--- src/inc/asf_pkg.sv ---
// constants and types for the converter serial frame and ready flag block
package asf_pkg;
  // ------------------------------------------------------------
  // clock and timing
  // ------------------------------------------------------------
  localparam int CLK_PERIOD_NS = 10;
  localparam int TIMEOUT_MCLK_CYCLES = 32768;
  localparam int READY_PULSE_NS = 40;
  localparam int READY_PULSE_CYC = (READY_PULSE_NS + CLK_PERIOD_NS - 1) / CLK_PERIOD_NS;
  // ------------------------------------------------------------
  // frame layout
  // ------------------------------------------------------------
  localparam int NUM_CH = 3;
  localparam int SAMPLE_W = 24;
  localparam int MEANING_W = 16;
  localparam int SHIFT_W = 32;
  localparam int SAMPLE_DEPTH = 2;
  localparam logic [2:0] WORD_RESP = 3'h0;
  localparam logic [2:0] WORD_LAST_SAMPLE = 3'h3;
  localparam logic [2:0] WORD_CRC = 3'h4;
  localparam logic [5:0] BITS_16 = 6'h10;
  localparam logic [5:0] BITS_24 = 6'h18;
  localparam logic [5:0] BITS_32 = 6'h20;
  // word length field codes
  localparam logic [1:0] WL_16 = 2'h0;
  localparam logic [1:0] WL_24 = 2'h1;
  localparam logic [1:0] WL_32_ZERO = 2'h2;
  localparam logic [1:0] WL_32_SIGN = 2'h3;
  localparam logic [1:0] WL_RESET = WL_24;
  // ready source codes
  localparam logic [1:0] SRC_LAGGING = 2'h0;
  localparam logic [1:0] SRC_ANY = 2'h1;
  // ratio codes and first-ready phase boundaries
  localparam logic [2:0] OSR_64 = 3'h0;
  localparam logic [2:0] OSR_128 = 3'h1;
  localparam logic [2:0] OSR_256 = 3'h2;
  localparam logic [2:0] OSR_512 = 3'h3;
  localparam logic [2:0] OSR_1024 = 3'h4;
  localparam logic [9:0] BND_64 = 10'h00d;
  localparam logic [9:0] BND_128 = 10'h3ed;
  localparam logic [9:0] BND_256 = 10'h3ad;
  localparam logic [9:0] BND_512 = 10'h32d;
  localparam logic [9:0] BND_1024 = 10'h22d;
  // rx word buffer
  localparam int RX_DEPTH = 8;

  typedef struct packed {
    logic [NUM_CH-1:0] done;
    logic [NUM_CH-1:0][SAMPLE_W-1:0] data;
  } asf_conv_type;

  typedef struct packed {
    logic [1:0] word_len_sel;
    logic [1:0] ready_source_sel;
    logic ready_open_drain;
    logic ready_pulse_format;
    logic timeout_en;
    logic global_chop;
    logic current_detect;
    logic [2:0] oversample_ratio;
    logic [NUM_CH-1:0][9:0] channel_phase_value;
  } asf_cfg_type;
endpackage : asf_pkg

--- src/asf_spi.sv ---
// serial frame interface, sample buffer, rx word fifo and ready output
`timescale 1ns/1ps

// ------------------------------------------------------------
// parameterised fifo
// ------------------------------------------------------------
module asf_fifo #(
  parameter int WIDTH = 16,
  parameter int DEPTH = 8
) (
  input wire logic clock_i, // system clock
  input wire logic rst_b_i, // sync reset, active low
  input wire logic [WIDTH-1:0] in_data_i, // write data
  input wire logic in_valid_i, // write request
  output logic in_ready_o, // not full
  output logic [WIDTH-1:0] out_data_o, // head word
  output logic out_valid_o, // not empty
  input wire logic out_ready_i // read accept
);
  localparam int AW = $clog2(DEPTH);
  logic [WIDTH-1:0] mem [DEPTH];
  logic [AW:0] count;
  logic [AW-1:0] wr_ptr;
  logic [AW-1:0] rd_ptr;
  wire push = in_valid_i && in_ready_o;
  wire pop = out_valid_o && out_ready_i;
  assign in_ready_o = (count != (AW+1)'(DEPTH));
  assign out_valid_o = (count != '0);
  assign out_data_o = mem[rd_ptr];
  always_ff @(posedge clock_i) begin
    if (push) mem[wr_ptr] <= in_data_i;
  end
  always_ff @(posedge clock_i) begin
    if (!rst_b_i) begin
      count <= '0;
      wr_ptr <= '0;
      rd_ptr <= '0;
    end else begin
      if (push) wr_ptr <= (wr_ptr == AW'(DEPTH-1)) ? '0 : wr_ptr + AW'(1);
      if (pop) rd_ptr <= (rd_ptr == AW'(DEPTH-1)) ? '0 : rd_ptr + AW'(1);
      count <= count + (AW+1)'(push) - (AW+1)'(pop);
    end
  end
endmodule : asf_fifo

// Functional notes
// - mode 1: launch output on rising serial clock, sample input on falling.
// - chip select high: ignore traffic, output enable off.
// - chip select high returns interface to frame start.
// - ready low on new conversion data or on current detection.
// - source 00 most positive phase, 01 any channel, 1x most negative.
// - global chop ignores ready source selection.
// - first ready in first period when phase above ratio boundary.
// - phase at or below boundary delays first ready one period.
// - open-drain bit: 0 drive high when idle, 1 release pin.
// - level format: low until data shifted, brief high before next.
// - pulse format: short low pulse; unread result skips next one.
// - ready suppressed for conversions completing during data shifting.
// - word length 16, 24 or 32 bits, reset default 24.
// - timeout on resets interface when frame exceeds 2^15 clocks.
// - frame opens with command; first output is previous response.
// - five words: response, three samples, crc.
// - multi read sends ack then registers; multi write lengthens frame.
// - command type words carry 16 bits at the top, zeros below.
// - sixteen bit words drop the eight low sample bits.
// - 32 bit words zero pad or sign extend samples.
// - status holds per-channel ready flags, answer to no-op.
// - unrecognised command answers like the no-op command.
// - two samples buffered per channel; flag set until both read.
module asf_spi import asf_pkg::*; #(
  parameter int TIMEOUT_CYCLES = TIMEOUT_MCLK_CYCLES
) (
  input wire logic clock_i, // 100 MHz system clock
  input wire logic rst_b_i, // sync reset, active low
  input wire logic sclk_i, // serial clock pin
  input wire logic cs_n_i, // chip select pin, active low
  input wire logic din_i, // serial data in pin
  output logic dout_o, // serial data out
  output logic dout_oe_o, // serial data out enable
  output logic conv_ready_n_o, // ready pin level
  output logic conv_ready_oe_o, // ready pin enable
  input wire asf_cfg_type cfg_i, // configuration bits
  input wire asf_conv_type conv_i, // conversion done strobes and samples
  input wire logic [NUM_CH-1:0] ch_enable_i, // channel enables
  input wire logic sync_i, // synchronisation pulse
  input wire logic sample_tick_i, // sample period boundary pulse
  input wire logic cd_detect_i, // current detection event pulse
  output logic [MEANING_W-1:0] cmd_word_o, // last command received
  output logic cmd_strobe_o, // pulse: command word complete
  input wire logic cmd_valid_i, // command recognised
  input wire logic [MEANING_W-1:0] cmd_resp_i, // response to recognised command
  input wire logic multi_read_i, // frame carries register words
  input wire logic [MEANING_W-1:0] reg_word_i, // register word for multi read
  output logic reg_word_next_o, // pulse: register word consumed
  input wire logic [MEANING_W-1:0] crc_word_i, // output crc word
  output logic [MEANING_W-1:0] rx_word_o, // received data word
  output logic rx_valid_o, // received word available
  input wire logic rx_ready_i, // received word accepted
  output logic rx_overflow_o, // sticky: word lost, buffer full
  output logic [MEANING_W-1:0] status_o // status word
);
  typedef enum logic {ST_IDLE, ST_FRAME} asf_state_type;

  function automatic logic [5:0] word_bits(input logic [1:0] wl);
    return (wl == WL_16) ? BITS_16 : (wl == WL_24) ? BITS_24 : BITS_32;
  endfunction : word_bits

  function automatic logic [SHIFT_W-1:0] fmt_sample(input logic [SAMPLE_W-1:0] s,
                                                    input logic [1:0] wl);
    unique case (wl)
      WL_16: return {s[SAMPLE_W-1:8], 16'h0000};
      WL_24: return {s, 8'h00};
      WL_32_ZERO: return {s, 8'h00};
      WL_32_SIGN: return {{8{s[SAMPLE_W-1]}}, s};
    endcase
  endfunction : fmt_sample

  function automatic logic [SHIFT_W-1:0] fmt_short(input logic [MEANING_W-1:0] w);
    return {w, 16'h0000};
  endfunction : fmt_short

  // ------------------------------------------------------------
  // pin synchronisers
  // ------------------------------------------------------------
  logic [2:0] sclk_s;
  logic [1:0] cs_s;
  logic [1:0] din_s;
  always_ff @(posedge clock_i) begin
    if (!rst_b_i) begin
      sclk_s <= 3'h0;
      cs_s <= 2'h3;
      din_s <= 2'h0;
    end else begin
      sclk_s <= {sclk_s[1:0], sclk_i};
      cs_s <= {cs_s[0], cs_n_i};
      din_s <= {din_s[0], din_i};
    end
  end
  wire cs_low = !cs_s[1];
  wire sclk_rise = sclk_s[1] && !sclk_s[2];
  wire sclk_fall = !sclk_s[1] && sclk_s[2];

  // ------------------------------------------------------------
  // frame engine
  // ------------------------------------------------------------
  asf_state_type state;
  asf_state_type next_state;
  logic [5:0] bit_cnt;
  logic [2:0] word_idx;
  logic [SHIFT_W-1:0] tx_sh;
  logic [SHIFT_W-1:0] rx_sh;
  logic [MEANING_W-1:0] resp_word;
  logic cmd_done;
  logic started;
  logic [15:0] to_cnt;
  logic timed_out;
  logic [NUM_CH-1:0][SAMPLE_W-1:0] head;

  wire [5:0] wbits = word_bits(cfg_i.word_len_sel);
  wire word_end = sclk_fall && (bit_cnt == wbits - 6'h01);
  wire timeout_hit = cfg_i.timeout_en && started && (to_cnt == 16'(TIMEOUT_CYCLES));
  wire [2:0] next_idx = (word_idx == 3'h7) ? word_idx : word_idx + 3'h1;
  wire reading = (state == ST_FRAME) && (word_idx != WORD_RESP) &&
                 (word_idx <= WORD_LAST_SAMPLE) && !multi_read_i;
  wire read_done = word_end && (word_idx == WORD_LAST_SAMPLE) && !multi_read_i;
  // last bit joins the shifter on the word end edge, so take it from the pin stage
  wire [SHIFT_W-1:0] rx_full = {rx_sh[SHIFT_W-2:0], din_s[1]};
  wire [MEANING_W-1:0] rx_word = rx_full[wbits-6'h01 -: MEANING_W];

  // next word to shift out, MSB aligned
  logic [SHIFT_W-1:0] next_tx;
  always_comb begin
    next_tx = '0;
    if (multi_read_i) next_tx = fmt_short(reg_word_i);
    else if (next_idx <= WORD_LAST_SAMPLE)
      next_tx = fmt_sample(head[2'(next_idx - 3'h1)], cfg_i.word_len_sel);
    else if (next_idx == WORD_CRC) next_tx = fmt_short(crc_word_i);
  end

  always_comb begin
    next_state = state;
    unique case (state)
      ST_IDLE: if (cs_low) next_state = ST_FRAME;
      ST_FRAME: if (!cs_low || timeout_hit) next_state = ST_IDLE;
    endcase
  end

  always_ff @(posedge clock_i) begin
    if (!rst_b_i) state <= ST_IDLE;
    else state <= next_state;
  end

  always_ff @(posedge clock_i) begin
    if (!rst_b_i || state == ST_IDLE) begin
      bit_cnt <= '0;
      word_idx <= WORD_RESP;
      tx_sh <= fmt_short(resp_word);
      rx_sh <= '0;
      started <= 1'b0;
      to_cnt <= '0;
    end else begin
      if (sclk_rise || sclk_fall) started <= 1'b1;
      if (started && to_cnt != 16'(TIMEOUT_CYCLES)) to_cnt <= to_cnt + 16'h0001;
      if (sclk_rise) tx_sh <= {tx_sh[SHIFT_W-2:0], 1'b0};
      if (sclk_fall) begin
        rx_sh <= {rx_sh[SHIFT_W-2:0], din_s[1]};
        bit_cnt <= bit_cnt + 6'h01;
      end
      if (word_end) begin
        bit_cnt <= '0;
        word_idx <= next_idx;
        tx_sh <= next_tx;
      end
    end
  end

  always_ff @(posedge clock_i) begin
    if (!rst_b_i) dout_o <= 1'b0;
    else if (state == ST_IDLE) dout_o <= 1'b0;
    else if (sclk_rise) dout_o <= tx_sh[SHIFT_W-1];
  end
  assign dout_oe_o = (state == ST_FRAME) && cs_low;

  // command capture and next-frame response
  always_ff @(posedge clock_i) begin
    if (!rst_b_i) begin
      cmd_word_o <= '0;
      cmd_done <= 1'b0;
      resp_word <= '0;
      timed_out <= 1'b0;
    end else begin
      timed_out <= timeout_hit;
      if (word_end && word_idx == WORD_RESP) begin
        cmd_word_o <= rx_word;
        cmd_done <= 1'b1;
      end
      if (state == ST_FRAME && next_state == ST_IDLE) begin
        cmd_done <= 1'b0;
        if (cmd_done) resp_word <= cmd_valid_i ? cmd_resp_i : status_o;
      end
    end
  end
  assign cmd_strobe_o = word_end && (word_idx == WORD_RESP) && (state == ST_FRAME);
  assign reg_word_next_o = word_end && multi_read_i;

  // ------------------------------------------------------------
  // received word buffer
  // ------------------------------------------------------------
  logic rx_in_ready;
  logic rx_push;
  logic [MEANING_W-1:0] rx_hold;
  always_ff @(posedge clock_i) begin
    if (!rst_b_i) begin
      rx_push <= 1'b0;
      rx_hold <= '0;
      rx_overflow_o <= 1'b0;
    end else begin
      if (word_end && word_idx != WORD_RESP) begin
        rx_push <= 1'b1;
        rx_hold <= rx_word;
        if (rx_push && !rx_in_ready) rx_overflow_o <= 1'b1;
      end else if (rx_in_ready) rx_push <= 1'b0;
    end
  end
  asf_fifo #(.WIDTH(MEANING_W), .DEPTH(RX_DEPTH)) u_rx_fifo (
    .clock_i(clock_i),
    .rst_b_i(rst_b_i),
    .in_data_i(rx_hold),
    .in_valid_i(rx_push),
    .in_ready_o(rx_in_ready),
    .out_data_o(rx_word_o),
    .out_valid_o(rx_valid_o),
    .out_ready_i(rx_ready_i)
  );

  // ------------------------------------------------------------
  // per-channel sample buffer
  // ------------------------------------------------------------
  logic [SAMPLE_W-1:0] sbuf [NUM_CH][SAMPLE_DEPTH];
  logic [1:0] scnt [NUM_CH];
  logic [NUM_CH-1:0] flags;
  always_ff @(posedge clock_i) begin
    if (!rst_b_i || sync_i) begin
      for (int c = 0; c < NUM_CH; c++) begin
        scnt[c] <= 2'h0;
        sbuf[c][0] <= '0;
        sbuf[c][1] <= '0;
      end
    end else begin
      for (int c = 0; c < NUM_CH; c++) begin
        if (read_done && conv_i.done[c]) begin
          if (scnt[c] == 2'h2) begin
            sbuf[c][0] <= sbuf[c][1];
            sbuf[c][1] <= conv_i.data[c];
          end else sbuf[c][0] <= conv_i.data[c];
          if (scnt[c] == 2'h0) scnt[c] <= 2'h1;
        end else if (read_done) begin
          sbuf[c][0] <= sbuf[c][1];
          if (scnt[c] != 2'h0) scnt[c] <= scnt[c] - 2'h1;
        end else if (conv_i.done[c]) begin
          if (scnt[c] == 2'h2) begin
            sbuf[c][0] <= sbuf[c][1];
            sbuf[c][1] <= conv_i.data[c];
          end else begin
            sbuf[c][scnt[c][0]] <= conv_i.data[c];
            scnt[c] <= scnt[c] + 2'h1;
          end
        end
      end
    end
  end
  always_comb begin
    for (int c = 0; c < NUM_CH; c++) begin
      head[c] = sbuf[c][0];
      flags[c] = (scnt[c] != 2'h0);
    end
  end
  assign status_o = {13'h0, flags};

  // ------------------------------------------------------------
  // ready source and first-period boundary
  // ------------------------------------------------------------
  logic [1:0] pos_ch;
  logic [1:0] neg_ch;
  always_comb begin
    pos_ch = 2'h0;
    neg_ch = 2'h0;
    for (int c = 1; c < NUM_CH; c++) begin
      if ($signed(cfg_i.channel_phase_value[c]) > $signed(cfg_i.channel_phase_value[pos_ch]))
        pos_ch = 2'(c);
      if ($signed(cfg_i.channel_phase_value[c]) < $signed(cfg_i.channel_phase_value[neg_ch]))
        neg_ch = 2'(c);
    end
  end
  wire [1:0] ctrl_ch = (cfg_i.ready_source_sel == SRC_LAGGING) ? pos_ch : neg_ch;
  wire any_src = cfg_i.global_chop || (cfg_i.ready_source_sel == SRC_ANY);
  wire conv_evt = any_src ? |conv_i.done : conv_i.done[ctrl_ch];
  wire [9:0] ctrl_phase = cfg_i.channel_phase_value[ctrl_ch];
  logic [9:0] bnd;
  logic has_bnd;
  always_comb begin
    has_bnd = 1'b1;
    bnd = BND_64;
    unique case (cfg_i.oversample_ratio)
      OSR_64: bnd = BND_64;
      OSR_128: bnd = BND_128;
      OSR_256: bnd = BND_256;
      OSR_512: bnd = BND_512;
      OSR_1024: bnd = BND_1024;
      default: has_bnd = 1'b0;
    endcase
  end
  wire late_first = has_bnd && !any_src && ($signed(ctrl_phase) <= $signed(bnd));
  logic [NUM_CH-1:0] en_q;
  logic in_first;
  logic hold_first;
  always_ff @(posedge clock_i) begin
    if (!rst_b_i) begin
      en_q <= '0;
      in_first <= 1'b0;
      hold_first <= 1'b0;
    end else begin
      en_q <= ch_enable_i;
      if (sync_i || (ch_enable_i & ~en_q) != '0) begin
        in_first <= 1'b1;
        hold_first <= late_first;
      end else if (sample_tick_i) in_first <= 1'b0;
    end
  end
  wire ready_evt = cfg_i.current_detect ? cd_detect_i :
                   (conv_evt && !(in_first && hold_first) && !reading);

  // ------------------------------------------------------------
  // ready output formats
  // ------------------------------------------------------------
  logic ready_low;
  logic brief_high;
  logic unread;
  logic [3:0] pulse_cnt;
  always_ff @(posedge clock_i) begin
    if (!rst_b_i) begin
      ready_low <= 1'b0;
      brief_high <= 1'b0;
      unread <= 1'b0;
      pulse_cnt <= '0;
    end else begin
      brief_high <= 1'b0;
      if (pulse_cnt != 4'h0) pulse_cnt <= pulse_cnt - 4'h1;
      if (read_done) begin
        ready_low <= 1'b0;
        unread <= 1'b0;
      end
      if (ready_evt && !cfg_i.ready_pulse_format) begin
        ready_low <= 1'b1;
        brief_high <= ready_low;
      end
      if (ready_evt && cfg_i.ready_pulse_format) begin
        if (unread) unread <= 1'b0;
        else begin
          unread <= 1'b1;
          pulse_cnt <= 4'(READY_PULSE_CYC);
        end
      end
    end
  end
  wire ready_asserted = cfg_i.ready_pulse_format ? (pulse_cnt != 4'h0) :
                        (ready_low && !brief_high);
  assign conv_ready_n_o = cfg_i.ready_open_drain ? 1'b0 : !ready_asserted;
  assign conv_ready_oe_o = cfg_i.ready_open_drain ? ready_asserted : 1'b1;

  // ------------------------------------------------------------
  // checks
  // ------------------------------------------------------------
  property p_oe_off_cs_high;
    @(posedge clock_i) disable iff (!rst_b_i) !cs_low |-> !dout_oe_o;
  endproperty
  a_oe_off_cs_high: assert property (p_oe_off_cs_high) else $error("dout driven with cs high");
  property p_reset_on_cs;
    @(posedge clock_i) disable iff (!rst_b_i)
      !cs_low |=> ##1 ((bit_cnt == 6'h00) && (word_idx == WORD_RESP));
  endproperty
  a_reset_on_cs: assert property (p_reset_on_cs) else $error("frame not reset by cs");
  property p_pulse_len;
    @(posedge clock_i) disable iff (!rst_b_i)
      $rose(pulse_cnt != 4'h0) |-> (pulse_cnt != 4'h0) [*4] ##1 (pulse_cnt == 4'h0);
  endproperty
  a_pulse_len: assert property (p_pulse_len) else $error("ready pulse length wrong");
  property p_no_evt_reading;
    @(posedge clock_i) disable iff (!rst_b_i)
      (reading && !cfg_i.current_detect && !cfg_i.ready_pulse_format && !ready_low) |=> !ready_low;
  endproperty
  a_no_evt_reading: assert property (p_no_evt_reading) else $error("ready during read");
  property p_level_clear;
    @(posedge clock_i) disable iff (!rst_b_i) (read_done && !ready_evt) |=> !ready_low;
  endproperty
  a_level_clear: assert property (p_level_clear) else $error("ready stays low after read");
  property p_push_pull;
    @(posedge clock_i) disable iff (!rst_b_i)
      !cfg_i.ready_open_drain |-> conv_ready_oe_o && (conv_ready_n_o == !ready_asserted);
  endproperty
  a_push_pull: assert property (p_push_pull) else $error("push-pull drive wrong");
  property p_open_drain;
    @(posedge clock_i) disable iff (!rst_b_i)
      cfg_i.ready_open_drain |-> !conv_ready_n_o && (conv_ready_oe_o == ready_asserted);
  endproperty
  a_open_drain: assert property (p_open_drain) else $error("open drain drive wrong");
  property p_timeout;
    @(posedge clock_i) disable iff (!rst_b_i) timeout_hit |=> (state == ST_IDLE);
  endproperty
  a_timeout: assert property (p_timeout) else $error("timeout did not reset");
  property p_flags;
    @(posedge clock_i) disable iff (!rst_b_i)
      (conv_i.done[0] && !read_done && !sync_i) |=> status_o[0];
  endproperty
  a_flags: assert property (p_flags) else $error("ready flag not set");
  property p_word_len;
    @(posedge clock_i) disable iff (!rst_b_i) (state == ST_FRAME) |-> (bit_cnt < wbits);
  endproperty
  a_word_len: assert property (p_word_len) else $error("bit count beyond word length");
  c_frame_done: cover property (@(posedge clock_i) disable iff (!rst_b_i) read_done);
  c_brief: cover property (@(posedge clock_i) disable iff (!rst_b_i) brief_high);
  c_skip: cover property (@(posedge clock_i) disable iff (!rst_b_i) ready_evt && unread);
  c_late: cover property (@(posedge clock_i) disable iff (!rst_b_i) in_first && hold_first && conv_evt);
endmodule : asf_spi

--- config.mk ---
export PLATFORM = sky130hd
export DESIGN_NAME = asf_spi
export DESIGN_NICKNAME = d
export VERILOG_FILES = /design/src/inc/asf_pkg.sv /design/src/asf_spi.sv
export SDC_FILE = /design/constraint.sdc
export NUM_CORES = 1
export LEC_CHECK = 0
export BUFFER_PORTS_ARGS = -buffer_cell sky130_fd_sc_hd__buf_4
export CORE_MARGIN = 8
export CORE_UTILIZATION = 53
export CTS_BUF_LIST = sky130_fd_sc_hd__clkbuf_16
export CTS_CLUSTER_DIAMETER = 50
export DETAILED_ROUTE_END_ITERATION = 7
export GPL_ROUTABILITY_DRIVEN = 1
export PLACE_DENSITY = 0.83
export SLEW_MARGIN = 20
export SYNTH_ARGS = -nofsm -noshare
export SYNTH_HDL_FRONTEND = slang
export SYNTH_SLANG_ARGS = --single-unit
--- constraint.sdc ---
create_clock -name clock_i -period 5.6 [get_ports clock_i]
set_input_delay 0.56 -clock clock_i [delete_from_list [all_inputs] [get_ports clock_i]]
set_output_delay 0.56 -clock clock_i [all_outputs]
set_load 0.01 [all_outputs]
==> metrics.md <==
| Metric | Value |
|---|---|
| CTS tree | yes |
| Setup violations, final | 0 |
| Min Tclk post-route | 5.26 ns |
| Vias per cell | 5.80 |
| Synthesized area | 21500 µm² |
| DR iter-0 viols | 1593 |
| Max incr delay on CP | 0.49 ns |
| Crit Reg-Reg Startpoint | sclk_s[1] |
| CTS Buf Count | 48 |
| Critical path data required time | 6.07 ns |
| Critical-path top delay cell | or4_1 |
| Worst Hold Class | in2reg |
| Slew at the pin closest to its max-slew limit | 1.11 ns |
| CTS hold repair buffers | 0 |
| RR Endpoint | sbuf[0][35] |
| Syn_area_per_cell | 10.4 µm² |
| Layout cells sized above 1 | 20.0% |
| Final hold slack | 0.153 ns |
| Ys flop type | edfxtp_1 |
| Post-route cell area | 25300 µm² |
| Placement Cell Area | 23700 µm² |
| Hold Fails Final Rpt | 0 |
| Period utilization | 93.9% |
| Sequential cell area fraction in the yosys report | 55.9% |
| Initial antenna violation count | 4 |
| R2R depth | 10 |
| Unrepaired setup endpoints after global routing | no |
| Most used cell, CP | a21oi_1 |
| CP arrival | 5.73 ns |
| LEAKAGE | 9.06 nW |
| Normalized max-slew margin | 25.9% |
| DR WL/cell | 19.9 µm |
| Largest net degree at the start of global routing | 65 |
| Final Util | 63.5% |
| Final Skew | 0.0234 ns |
| Die Width | 217 µm |
| Hold_sp | cs_n_i |
| DPL Wire Length | 39.8 mm |
| Clk sinks | 452 |
| Via count | 16300 |
| Die area | 47200 µm² |
| RePlAce Congestion | 0.987 |
| Result of the run | finished, final reports clean |
| Site Rows | 73 |
| Slew Viols, Final | 0 |
| Global-route wire length before repair | 87.2 mm |
| Post-synth EDFFs | 294 |
| Post-layout nets | 2489 |
| Die height | 217 µm |
| Clock root buffer | clkbuf_16 |
| Bufs and invs on worst path | 5 |
| Hold Path Stages | 2 |
| Core Area | 39800 µm² |
| MaxCap Viol Count | 0 |
| Vias in the first global route | 16200 |
| Reg clk slew, reported paths | 0.06 ns |
| Hold EP | cs_s[0] |
| Gr ovfl total | 0 |
| CP Capture Type | flop |
| CTS Buffer Depth | 3 |
| Post-route ant nets | 0 |
| Final WS setup | 0.340 ns |
| Pre-CTS setup slack | -0.215 ns |
| Worst reg-to-reg setup slack | 1.47 ns |
| Area growth syn-to-layout | 17.8% |
| Maximum fanout along the worst path | 14 |
| IO Port Bufs | 221 |
| Max VDD drop | 0.288 mV |
| Htree depth | 2 |
| Total global-route track usage | 23.1% |
| Clock Latency Late Sink | 0.60 ns |
| Post-Synthesis Cells | 2063 |
| Setup CP Type | in2reg |
| Starting density of the core | 53.9% |
| Fillers | 3069 |
| Synth cell types | 66 |
| FFs w/ async S/R, synth | 0% |
| DRC Markers | 0 |
| Drt first pass iters | 6 |
| Seq cells post-synth | 452 |
| Synth Warn # | 0 |
| Startpoint Class | input port |
| I/O pin cnt | 235 |
| Peak Freq | 0.190 GHz |
| PD cells | 313 nW/µm² |
| Top delay family on crit path | compound AO/OA/AOI/OAI gates |
| Total Routed Length | 56.1 mm |
cells in the final DEF (no fill, tap or decap), drive strengths merged, types with 11 or more instances in the layout:
cell type    n
a211oi      32
a21oi      232
a31oi       22
and2        86
and3        28
buf        262
clkbuf      49
clkinv      25
conb        13
dfxtp      158
edfxtp     294
ha          60
inv         69
mux2        40
mux2i       47
mux4        32
nand2      337
nand2b      15
nand3       31
nand4       12
nor2       197
nor2b       23
nor3        21
o21ai       56
o22ai       19
or3         15
xnor2       11
xor2        15
registers in the layout, summed over array words and instances, names as in the netlist, 2 cells and up, named ones only:
register	cells
sbuf	144
u_rx_fifo.mem	128
tx_sh	32
rx_sh	31
cmd_word_o	16
resp_word	16
rx_hold	16
to_cnt	16
bit_cnt	6
scnt	6
pulse_cnt	4
u_rx_fifo.count	4
en_q	3
sclk_s	3
u_rx_fifo.rd_ptr	3
u_rx_fifo.wr_ptr	3
word_idx	3
cs_s	2
din_s	2
report_power, final:
group          switching, mW  leakage (nW)  internal (mW)  total (mW)
logic                  0.576          4.22          0.448        1.02
clock network           1.36         0.806           1.80        3.16
registers             0.0722          4.04           3.65        3.72
cell usage after synthesis (all sizes together), types with 4 or more instances:
cell / number / area (µm²)
xnor2: 11 / 96.3
and2: 86 / 538
o21ai: 56 / 284
inv: 61 / 229
ha: 60 / 751
mux2: 40 / 450
nand2b: 15 / 93.8
nand3: 31 / 155
a21oi: 232 / 1160
edfxtp: 294 / 8830
nor3: 21 / 105
o211ai: 8 / 60.1
clkbuf: 108 / 405
dfxtp: 158 / 3160
mux4: 32 / 721
xor2: 15 / 131
nor2: 197 / 739
nor2b: 23 / 144
mux2i: 47 / 470
nor4: 5 / 31.3
o21a: 5 / 37.5
o22ai: 19 / 119
and3: 28 / 180
buf: 30 / 171
nor4b: 4 / 35.0
nand2: 337 / 1260
nand4: 12 / 75.1
or3: 15 / 93.8
a211oi: 32 / 240
nor3b: 4 / 30.0
o31ai: 4 / 35.0
a31oi: 22 / 138
o221a: 8 / 90.1
worst register-to-register path: cells and delay by family (launching register included):
kind / cells / cell delay, ns
AND/OR/NAND/NOR: 6 / 2.74
AO/OA/AOI/OAI: 1 / 0.11
flip-flops: 1 / 0.31
buffers and inverters: 2 / 0.55
adder cells (fa/ha/maj): 1 / 0.16
layer usage:
metal | global-route usage, % | vias up | wire length, µm
li1 | - | 7702 | -
met5 | 0 | - | 37
met3 | 4.99 | 130 | 4570
met4 | 8.88 | 6 | 1920
met1 | 28.2 | 7739 | 21600
met2 | 39.7 | 746 | 28000
worst max-delay path by stage:
stage,cells after the start,to,startpoint
floorplan,26,hold_first,cfg_i[9]
global placement,28,hold_first,cfg_i[3]
detailed placement,28,hold_first,cfg_i[9]
CTS,28,hold_first,cfg_i[9]
global route,29,hold_first,cfg_i[9]
finish,29,hold_first,cfg_i[9]
metrics by stage:
step / TNS [ns] / total power, mW / cells
after floorplan: 0 / 4.45 / 2075
after CTS: 0 / 7.94 / 2813
after global placement: -0.0474 / 4.76 / 2724
after detailed placement: -0.215 / 4.80 / 2724
final: 0 / 7.90 / 2816
after global routing: 0 / 8.19 / 2813
kinds of logic (layout without fill, tap and decap cells):
kind of cell / count (synthesis) / in the layout / synth area share [%]
compound gates: 416 / 416 / 11.4
xor+xnor: 26 / 26 / 1.06
fa+ha+maj: 61 / 61 / 3.59
buf+inv: 199 / 412 / 3.76
flops: 452 / 452 / 55.9
mux: 119 / 119 / 7.65
other cells: 1 / 16 / 0.0175
simple gates: 789 / 789 / 16.7
repair_timing:
item | in CTS | in global routing
setup buffers | 0 | 0
resized for setup | 0 | 1
endpoints found under the setup margin | 0 | 1
final cells by class:
class,instances,area (µm²),share of cell area (%)
Tap cell,525,657,2.60
Sequential cell,452,12000,47.4
Antenna cell,3,7.51,0.0297
Timing Repair Buffer,262,1970,7.78
Clock inverter,40,370,1.47
Inverter,61,229,0.906
Clock buffer,49,1230,4.85
Multi-Input combinational cell,1424,8830,34.9
Power figures use the tool's default switching activity.
